`config.mk`:
```
export PLATFORM = sky130hd
export DESIGN_NAME = chan_misc_ctrl
export DESIGN_NICKNAME = d
export VERILOG_FILES = /design/src/chan_misc_pkg.sv /design/src/chan_misc_ctrl.sv
export SDC_FILE = /design/constraint.sdc
export NUM_CORES = 1
export LEC_CHECK = 0
export BUFFER_PORTS_ARGS = -buffer_cell sky130_fd_sc_hd__buf_2
export CORE_MARGIN = 2
export CORE_UTILIZATION = 55
export CTS_CLUSTER_DIAMETER = 50
export CTS_CLUSTER_SIZE = 12
export DETAILED_ROUTE_END_ITERATION = 7
export GPL_TIMING_DRIVEN = 0
export MAX_ROUTING_LAYER = met4
export PLACE_DENSITY = 0.8
export SYNTH_ARGS = -nofsm -noshare
export SYNTH_HDL_FRONTEND = slang
export SYNTH_SLANG_ARGS = --single-unit
```
`constraint.sdc`:
```
create_clock -name clk_sys -period 1.15 [get_ports clk_sys]
set_input_delay 0.0575 -clock clk_sys [delete_from_list [all_inputs] [get_ports clk_sys]]
set_output_delay 0.0575 -clock clk_sys [all_outputs]
set_load 0.005 [all_outputs]
```
`src/chan_misc_pkg.sv`:
```
// constants for the per-channel output control bytes of channels 2 to 4
// assumes an internal register port that presents byte offsets and write strobes
// Summary of operation
// - bit 7 enables NTSC noisy colour killer
// - bit 6 enables PAL noisy colour killer
// - bit 5 enables SECAM noisy colour killer
// - bit 4 selects special output mode
// - bit 3 forces fixed colour output
// - bit 2 substitutes fixed colour on loss
// - bit 1 picks blue, else black
// - bit 0 enables blue stretch
// - channel 3 byte applies under override
// - channel 4 byte applies under override
// - override off: shared byte drives all channels
package chan_misc_pkg;
    localparam logic [7:0] OFS_SHARED = 8'h96;
    localparam logic [7:0] OFS_OVERRIDE = 8'h5C;
    localparam logic [7:0] OFS_CHAN2 = 8'h5D;
    localparam logic [7:0] OFS_CHAN3 = 8'h5E;
    localparam logic [7:0] OFS_CHAN4 = 8'h5F;
    localparam int BIT_OVERRIDE = 5;
    localparam int BIT_NKILL = 7;
    localparam int BIT_PKILL = 6;
    localparam int BIT_SKILL = 5;
    localparam int BIT_SPECIAL = 4;
    localparam int BIT_FORCE = 3;
    localparam int BIT_LOSS = 2;
    localparam int BIT_COLOUR = 1;
    localparam int BIT_BSTRETCH = 0;
    localparam logic [7:0] RST_CTRL = 8'hE0;
    localparam logic [7:0] RST_OVERRIDE_REG = 8'h01;
    localparam logic [1:0] COLOUR_NONE = 2'h0;
    localparam logic [1:0] COLOUR_BLACK = 2'h1;
    localparam logic [1:0] COLOUR_BLUE = 2'h2;
endpackage : chan_misc_pkg
```
`src/chan_misc_ctrl.sv`:
```
// control bytes for channels 1 to 4 with the per-channel override select
// assumes the serial host port decodes bytes into a one-cycle write strobe
`timescale 1ns/100ps
module chan_misc_ctrl (
    // clock and reset
    input wire logic clk_sys,
    input wire logic rst_n,
    // register port
    input wire logic reg_wr,
    input wire logic [7:0] reg_addr,
    input wire logic [7:0] reg_wdata,
    output logic [7:0] reg_rdata,
    // decoder status, index 0 is channel 1
    input wire logic [3:0] video_loss,
    // per-channel controls to the decoders
    output logic [3:0] ntsc_kill_en,
    output logic [3:0] pal_kill_en,
    output logic [3:0] secam_kill_en,
    output logic [3:0] special_mode_en,
    output logic [3:0] blue_stretch_en,
    // substituted colour per channel: 0 none, 1 black, 2 blue
    output logic [7:0] colour_sub
);
    logic [7:0] shared_q;
    logic [7:0] override_reg_q;
    logic [7:0] chan_q [1:3];
    logic [7:0] eff [0:3];
    logic override_sel;
    logic [7:0] rdata_d;

    assign override_sel = override_reg_q[chan_misc_pkg::BIT_OVERRIDE];

    function automatic logic [1:0] colour_of(input logic [7:0] c, input logic loss);
        logic [1:0] r;
        r = chan_misc_pkg::COLOUR_NONE;
        // forcing wins whatever the loss state
        if (c[chan_misc_pkg::BIT_FORCE] || (c[chan_misc_pkg::BIT_LOSS] && loss)) begin
            r = c[chan_misc_pkg::BIT_COLOUR] ? chan_misc_pkg::COLOUR_BLUE
                                             : chan_misc_pkg::COLOUR_BLACK;
        end
        return r;
    endfunction : colour_of

    always_ff @(posedge clk_sys or negedge rst_n) begin
        if (!rst_n) begin
            shared_q <= chan_misc_pkg::RST_CTRL;
            override_reg_q <= chan_misc_pkg::RST_OVERRIDE_REG;
        end else if (reg_wr) begin
            if (reg_addr == chan_misc_pkg::OFS_SHARED) begin
                shared_q <= reg_wdata;
            end
            if (reg_addr == chan_misc_pkg::OFS_OVERRIDE) begin
                override_reg_q <= reg_wdata;
            end
        end
    end

    genvar g;
    generate
        for (g = 1; g <= 3; g++) begin : g_chan
            always_ff @(posedge clk_sys or negedge rst_n) begin
                if (!rst_n) begin
                    chan_q[g] <= chan_misc_pkg::RST_CTRL;
                end else if (reg_wr && reg_addr == chan_misc_pkg::OFS_CHAN2 + 8'(g - 1)) begin
                    chan_q[g] <= reg_wdata;
                end
            end
            // shared byte governs all channels unless override is set
            assign eff[g] = override_sel ? chan_q[g] : shared_q;
        end
    endgenerate
    assign eff[0] = shared_q;

    always_comb begin
        unique case (reg_addr)
            chan_misc_pkg::OFS_SHARED: rdata_d = shared_q;
            chan_misc_pkg::OFS_OVERRIDE: rdata_d = override_reg_q;
            chan_misc_pkg::OFS_CHAN2: rdata_d = chan_q[1];
            chan_misc_pkg::OFS_CHAN3: rdata_d = chan_q[2];
            chan_misc_pkg::OFS_CHAN4: rdata_d = chan_q[3];
            default: rdata_d = 8'h00;
        endcase
    end

    always_ff @(posedge clk_sys or negedge rst_n) begin
        if (!rst_n) begin
            reg_rdata <= 8'h00;
        end else begin
            reg_rdata <= rdata_d;
        end
    end

    // outputs registered; two cycles after a write, one cycle after a loss change
    generate
        for (g = 0; g < 4; g++) begin : g_out
            always_ff @(posedge clk_sys or negedge rst_n) begin
                if (!rst_n) begin
                    ntsc_kill_en[g] <= 1'b1;
                    pal_kill_en[g] <= 1'b1;
                    secam_kill_en[g] <= 1'b1;
                    special_mode_en[g] <= 1'b0;
                    blue_stretch_en[g] <= 1'b0;
                    colour_sub[2*g +: 2] <= chan_misc_pkg::COLOUR_NONE;
                end else begin
                    ntsc_kill_en[g] <= eff[g][chan_misc_pkg::BIT_NKILL];
                    pal_kill_en[g] <= eff[g][chan_misc_pkg::BIT_PKILL];
                    secam_kill_en[g] <= eff[g][chan_misc_pkg::BIT_SKILL];
                    special_mode_en[g] <= eff[g][chan_misc_pkg::BIT_SPECIAL];
                    blue_stretch_en[g] <= eff[g][chan_misc_pkg::BIT_BSTRETCH];
                    colour_sub[2*g +: 2] <= colour_of(eff[g], video_loss[g]);
                end
            end
        end
    endgenerate

    force_wins_a: assert property (@(posedge clk_sys) disable iff (!rst_n)
        (override_sel && chan_q[2][chan_misc_pkg::BIT_FORCE]) |=> colour_sub[5:4] != 2'h0)
        else $error("forced colour missing on channel 3");
    loss_sub_a: assert property (@(posedge clk_sys) disable iff (!rst_n)
        (eff[1][chan_misc_pkg::BIT_LOSS] && video_loss[1]) |=> colour_sub[3:2] != 2'h0)
        else $error("loss substitution missing on channel 2");
    no_sub_a: assert property (@(posedge clk_sys) disable iff (!rst_n)
        (!eff[0][chan_misc_pkg::BIT_FORCE] && !eff[0][chan_misc_pkg::BIT_LOSS])
        |=> colour_sub[1:0] == 2'h0)
        else $error("unexpected colour on channel 1");
    blue_pick_a: assert property (@(posedge clk_sys) disable iff (!rst_n)
        (eff[3][chan_misc_pkg::BIT_FORCE] && eff[3][chan_misc_pkg::BIT_COLOUR])
        |=> colour_sub[7:6] == 2'h2)
        else $error("blue not chosen on channel 4");
    shared_all_a: assert property (@(posedge clk_sys) disable iff (!rst_n)
        !override_sel |=> ntsc_kill_en[3] == $past(shared_q[7]))
        else $error("shared byte not applied to channel 4");
    ch3_write_a: assert property (@(posedge clk_sys) disable iff (!rst_n)
        (reg_wr && reg_addr == 8'h5E) |=> chan_q[2] == $past(reg_wdata))
        else $error("channel 3 byte not written");
    ch4_apply_a: assert property (@(posedge clk_sys) disable iff (!rst_n)
        override_sel |=> blue_stretch_en[3] == $past(chan_q[3][0]))
        else $error("channel 4 byte not applied");
    pal_kill_a: assert property (@(posedge clk_sys) disable iff (!rst_n)
        1'b1 |=> pal_kill_en[2] == $past(eff[2][6]))
        else $error("pal killer enable wrong");
    cov_loss_c: cover property (@(posedge clk_sys) eff[1][2] && video_loss[1]);
    cov_override_c: cover property (@(posedge clk_sys) $rose(override_sel));
    cov_force_c: cover property (@(posedge clk_sys) colour_sub[5:4] == 2'h2);
endmodule : chan_misc_ctrl

```
==> flow_summary.toml, run 1 <==
[global_route]
antenna_found_initial = 0
grt_max_degree = 77
grt_pass1_wl_mm = 9.98
grt_pass1_vias = 2038
track_usage_pct = 22.1
grt-ovfl-total = 0

[timing]
worst_pin_slew_ps = 650
fin_crit_sh_pct = 95.4
hold_viol_final = 0
fmax_mhz = 912
maxSlewHeadroom_pct = 56.6
finalSetupViolations = 0
drv_slew = 0
fin_setup_tns_ps = 0
fin_skew_ps = 7.13
min_period_ps = 1100

[critical_path]
cp_slowest_cell = "dfrtp_1"
worstPathRequired_ps = 1380
r2r_cells = 4
cp_top_family = "flip-flops"
r2r-end = "colour_sub[4]$_DFF_PN0_"
r2r_slack_ps = 50
worstPathCellList = "buf_4 -> a211oi_2 -> a21oi_1 -> and2_1"
end_kind = "flip-flop"
path_buf_inv = 1
cp.arrival_ps = 1330
cp-start-kind = "flip-flop"
worst-setup-path-type = "flip-flop to flip-flop"
r2r-start = "override_reg_q[5]$_DFFE_PN0P_"
slowest_delay_ps = 400
critical_path.max_fanout = 10

[power]
clockPowerShare_pct = 36.5
p_switching_uw = 1240
irDropWorstVdd_uv = 672
seq_power_share_pct = 54.8
switching_share_pct = 23.5
intPower_uw = 4030
pwr-share-comb_pct = 8.7
powerDensity_nw_per_um2 = 1380
total_leakage_power_uw = 0.00195

[cells_and_area]
utilization_pct = 69.3
area_growth_pct = 21.6
diodes = 0
fillers = 382
regArea_um2 = 1930
multi_input_area_um2 = 1150
final_net_count = 329
drive_gt1_share_pct = 53.2

[routing]
dr.pass1.iters = 4
drt_iter0_drc = 171
drc = 0
vias = 2115
antenna_left = 0
wl_per_cell_um = 16.7
routed_wl_mm = 6.38
vias_per_cell = 5.54

[placement]
io_buffers = 57
gp_congestion = 0.750
hpwlAfterDp_mm = 4.04

[clocking]
htree_levels = 3
clk_pin_slew_worst_paths_ps = 80
cts-root-buf = "clkbuf_8"
clk_path_buf_depth = 2
cts_tree = "done"
cts_sinks = 76
insertion_delay_ps = 350
numCtsBuffers = 9

[synth]
synth_fp_nets = 251
synthDistinctLibCells = 23
async_flop_share_pct = 100
synth-edff-count = 0
yosys_warnings = 0
syn_inst = 228
syn_area_um2 = 3140
syn_avg_cell_area_um2 = 13.8
synthFlopType = "dfrtp_1"
synth.ff_latch_count = 76
ys_seq_area_share_pct = 61.6

[floorplan]
core-area_um2 = 5510
io_pins = 59
die_area_um2 = 6330
die_w_um = 79.6
fp-row-count = 27
die_h_um = 79.6
initial_core_util_pct = 57.0

[worst_hold_path]
hold_class = "input pin to flip-flop"
min_from = "reg_wdata[7]"
whs_path_depth = 2
min_to = "override_reg_q[7]$_DFFE_PN0P_"

[run_status]
status = "complete, no violations"

[flow_run]
cap_violations = 0
[sequential cells by signal, summed over array words and instances (netlist names)]
name             flops
special_mode_en      4
blue_stretch_en      4
shared_q             8
chan_q              24
pal_kill_en          4
secam_kill_en        4
override_reg_q       8
reg_rdata            8
ntsc_kill_en         4
colour_sub           8
[cells in the final DEF, fill, tap and decap left out, types with 2 or more instances in the layout]
cell and n:
buf_4 6, a21oi_1 10, clkbuf_8 9, dfstp_2 25, nor2b_1 5, buf_2 58, and3b_1 2, o22ai_1 8
a22oi_1 16, and2_1 4, nand2_1 32, clkbuf_1 2, buf_6 3, nand2b_1 5, nand4_2 2, mux2_2 48
dfrtp_1 51, a211oi_1 2, nand4_4 3, dlygate4sd3_1 7
[metrics by stage]
stage / setup WS [ps] / cell area (µm²) / total power (µW) / hold slack [ps] / instances
after global placement: -354 / 3510 / 3340 / 322 / 357
after floorplan: 65.2 / 3140 / 3150 / -238 / 228
final: 52.9 / 3820 / 5270 / 14.6 / 382
after detailed placement: -345 / 3520 / 3360 / 242 / 357
after CTS: 22.0 / 3780 / 5290 / 9.60 / 380
after global routing: -2.18 / 3820 / 5500 / 18.2 / 382
[Yosys cell counts, drive strengths merged (2+ instances only)]
library cell  instances  area share, %
and3b                 2           0.56
and2                  4           0.80
nor2b                 6            1.2
a211oi                3           0.72
a22oi                16            3.8
clkbuf                3           0.36
dfstp                25             21
dfrtp                51             41
nor2                  2           0.48
buf                   6            1.8
mux2                 48             17
nand2b                5            1.0
nand2                32            3.8
nand4                 5            2.6
o22ai                 8            1.6
a21oi                10            1.6
[cells by family after synthesis]
family	Yosys count	share of synthesized area [%]
flip-flops	76	61.6
AND/OR/NAND/NOR	58	11.3
multiplexers	48	17.2
AO/OA/AOI/OAI	37	7.73
buffers and inverters	9	2.19
[how the worst max path moves through the flow]
stage / startpoint / end / slack (ps) / cells past startpoint
final: override_reg_q[5]$_DFFE_PN0P_ / colour_sub[4]$_DFF_PN0_ / 50 / 4
after global routing: override_reg_q[5]$_DFFE_PN0P_ / colour_sub[5]$_DFF_PN0_ / -2 / 4
after CTS: override_reg_q[5]$_DFFE_PN0P_ / colour_sub[4]$_DFF_PN0_ / 20 / 4
after detailed placement: reg_addr[0] / override_reg_q[6]$_DFFE_PN0P_ / -350 / 5
after global placement: rst_n / reg_rdata[7]$_DFF_PN0_ / -350 / 1
after floorplan: override_reg_q[5]$_DFFE_PN0P_ / blue_stretch_en[2]$_DFF_PN0_ / 70 / 4
[timing repair]
item,4_1_cts,5_1_grt
pin swaps,0,2
endpoints found under the hold margin,64,0
hold buffers,7,0
setup buffers,1,2
endpoints found under the setup margin,23,58
gates resized for setup,4,6
[metal layers]
metal / part of all wire [%] / track usage, % / vias up
li1: - / - / 976
met1: 42 / 29.4 / 1056
met2: 50 / 32.9 / 75
met3: 6.6 / 4.07 / 8
met4: 1.9 / 10.7 / 0
met5: 0 / - / -
[power by group through the flow]
stage          combinational (µW)  clock (µW)  sequential, µW
2_1_floorplan                 217           0            2930
3_3_place_gp                  414           0            2930
3_5_place_dp                  427           0            2940
4_1_cts                       453        1950            2890
5_1_grt                       509        2090            2900
6_report                      461        1920            2890
[area by class of cell]
type	instances	share of cell area, %
clock inverters	4	1.34
multi-input cells	143	30.2
well taps	72	2.36
repair buffers	67	10.1
flip-flops and latches	76	50.6
clock buffers	11	3.44
plain buffers	9	1.97
Note: power is estimated with default switching activity, not from simulation.
==> run 2, diff against run 1 <==
CORE_MARGIN = 4   (was 2)
==> run 2 against run 1 <==
  * Design area increased by 1.8%
  * Count of clock-buffer cells in the layout increased by 1
  * Die area increased by 10%
  * Clock power increased by 30%
  * Power increased by 11%
  * Final cell count unchanged
  * Sequential power about the same
  * Sequential share of layout area decreased by 0.88 points
  * Core utilization increased by 1.3 points
  * Sequential cell count unchanged
  * First-iteration DRC count decreased by 49%
  * Combinational power about the same
  * Critical endpoint is now reg_rdata[2]$_DFF_PN0_
==> flow_summary.toml, run 2 (same netlist as run 1, synthesis figures left out) <==
[cells_and_area]
regMostFlops = "chan_q"
drive_gt1_share_pct = 54.2
area_growth_pct = 23.9
diodes = 0
utilization_pct = 70.6
final_cell_mix = "buf_2, dfrtp_1, mux2_2"
largest_reg_flops = 24
final_common_cell = "buf_2"
design_area_um2 = 3890
final_net_count = 328

[placement]
gp_congestion = 0.781
hpwlAfterDp_mm = 4.09
pre_cts_ws_ps = -344
postPlaceCellArea_um2 = 3520
io_buffers = 57

[clocking]
htree_levels = 3
cts-root-buf = "clkbuf_8"
clk_path_buf_depth = 2
cts_tree = "done"
numCtsBuffers = 9
cts_sinks = 76
insertion_delay_ps = 350
clk_pin_slew_worst_paths_ps = 80

[timing]
fin_setup_tns_ps = 0
fin_ws_ps = 30.7
worst_pin_slew_ps = 654
drv_slew = 0
min_period_ps = 1120
maxSlewHeadroom_pct = 56.4
fin_crit_sh_pct = 97.3
fin_skew_ps = 5.82
fmax_mhz = 893
finalSetupViolations = 0
whs_ps = 8.58
hold_viol_final = 0

[power]
pwr-share-comb_pct = 7.9
switching_share_pct = 21.4
total_leakage_power_uw = 0.00198
powerDensity_nw_per_um2 = 1500
irDropWorstVdd_uv = 1050
clockPowerShare_pct = 42.7
seq_power_share_pct = 49.4
p_switching_uw = 1250
intPower_uw = 4600

[floorplan]
die_h_um = 83.6
fp-row-count = 27
die_w_um = 83.6
initial_core_util_pct = 57.0
core-area_um2 = 5510
io_pins = 59
die_area_um2 = 6980

[global_route]
grt_max_degree = 77
antenna_found_initial = 0
grt_pass1_wl_mm = 10.7
grt_pass1_vias = 2174
grt-ovfl-total = 0
track_usage_pct = 20.6

[critical_path]
r2r-start = "chan_q[2]$_DFFE_PN0P_"
critical_path.max_fanout = 3
crit_start = "chan_q[2]$_DFFE_PN0P_"
crit_path_end = "reg_rdata[2]$_DFF_PN0_"
worst-setup-path-type = "flip-flop to flip-flop"
r2r_slack_ps = 30
r2r_cells = 3
end_kind = "flip-flop"
worstPathRequired_ps = 1350
cp.arrival_ps = 1320
r2r-end = "reg_rdata[2]$_DFF_PN0_"
cp-start-kind = "flip-flop"

[routing]
antenna_left = 0
drc = 0
drt_iter0_drc = 88
wl_per_cell_um = 17.1
vias = 2077
vias_per_cell = 5.44
routed_wl_mm = 6.54
dr.pass1.iters = 4

[flow_run]
cap_violations = 0

[worst_hold_path]
hold_class = "input pin to flip-flop"

[run_status]
status = "complete, no violations"
run 2: worst min-delay path by stage:
stage | to | from | cells after the start
2_1_floorplan | blue_stretch_en[0]$_DFF_PN0_ | rst_n | 0
3_3_place_gp | colour_sub[0]$_DFF_PN0_ | video_loss[0] | 3
3_5_place_dp | chan_q[0]$_DFFE_PN0P_ | rst_n | 1
4_1_cts | chan_q[7]$_DFFE_PN1P_ | reg_wdata[7] | 2
5_1_grt | shared_q[2]$_DFFE_PN0P_ | reg_wdata[2] | 2
6_report | chan_q[23]$_DFFE_PN1P_ | reg_wdata[7] | 2
run 2: cell type report:
cell class | count | area, µm²
fillers | 378 | 1620
plain buffers | 9 | 83.8
clock inverters | 4 | 95.1
flip-flops and latches | 76 | 1930
clock buffers | 12 | 155
multi-input cells | 143 | 1160
repair buffers | 66 | 374
well taps | 72 | 90.1
run 2: stage by stage:
step,power [µW],cells
after floorplan,3150,228
after global placement,3340,357
after detailed placement,3360,357
after CTS,5860,379
after global routing,6030,382
final,5850,382
run 2: power by group through the flow:
stage,sequential (µW),clock [µW],combinational (µW)
finish,2890,2500,461
global route,2900,2620,510
CTS,2890,2520,451
detailed placement,2940,0,428
global placement,2930,0,415
floorplan,2930,0,217
run 2: timing repair:
action / 4_1_cts / 5_1_grt
setup endpoints to repair: 23 / 62
gates resized for setup: 5 / 9
pin swaps: 0 / 2
hold endpoints to repair: 66 / 0
buffers inserted: 0 / 3
hold buffers: 6 / 0
run 2: per-layer routing:
layer	share of wire, %	GRT usage [%]
met5	0	-
met4	2.5	10.5
met3	4.8	4.15
met2	50	32.7
met1	42	25.2
run 2: critical path: stages (launching register included):
cell,delay [ps]
dfrtp_1,390
mux2_2,290
a22oi_1,170
o22ai_1,110
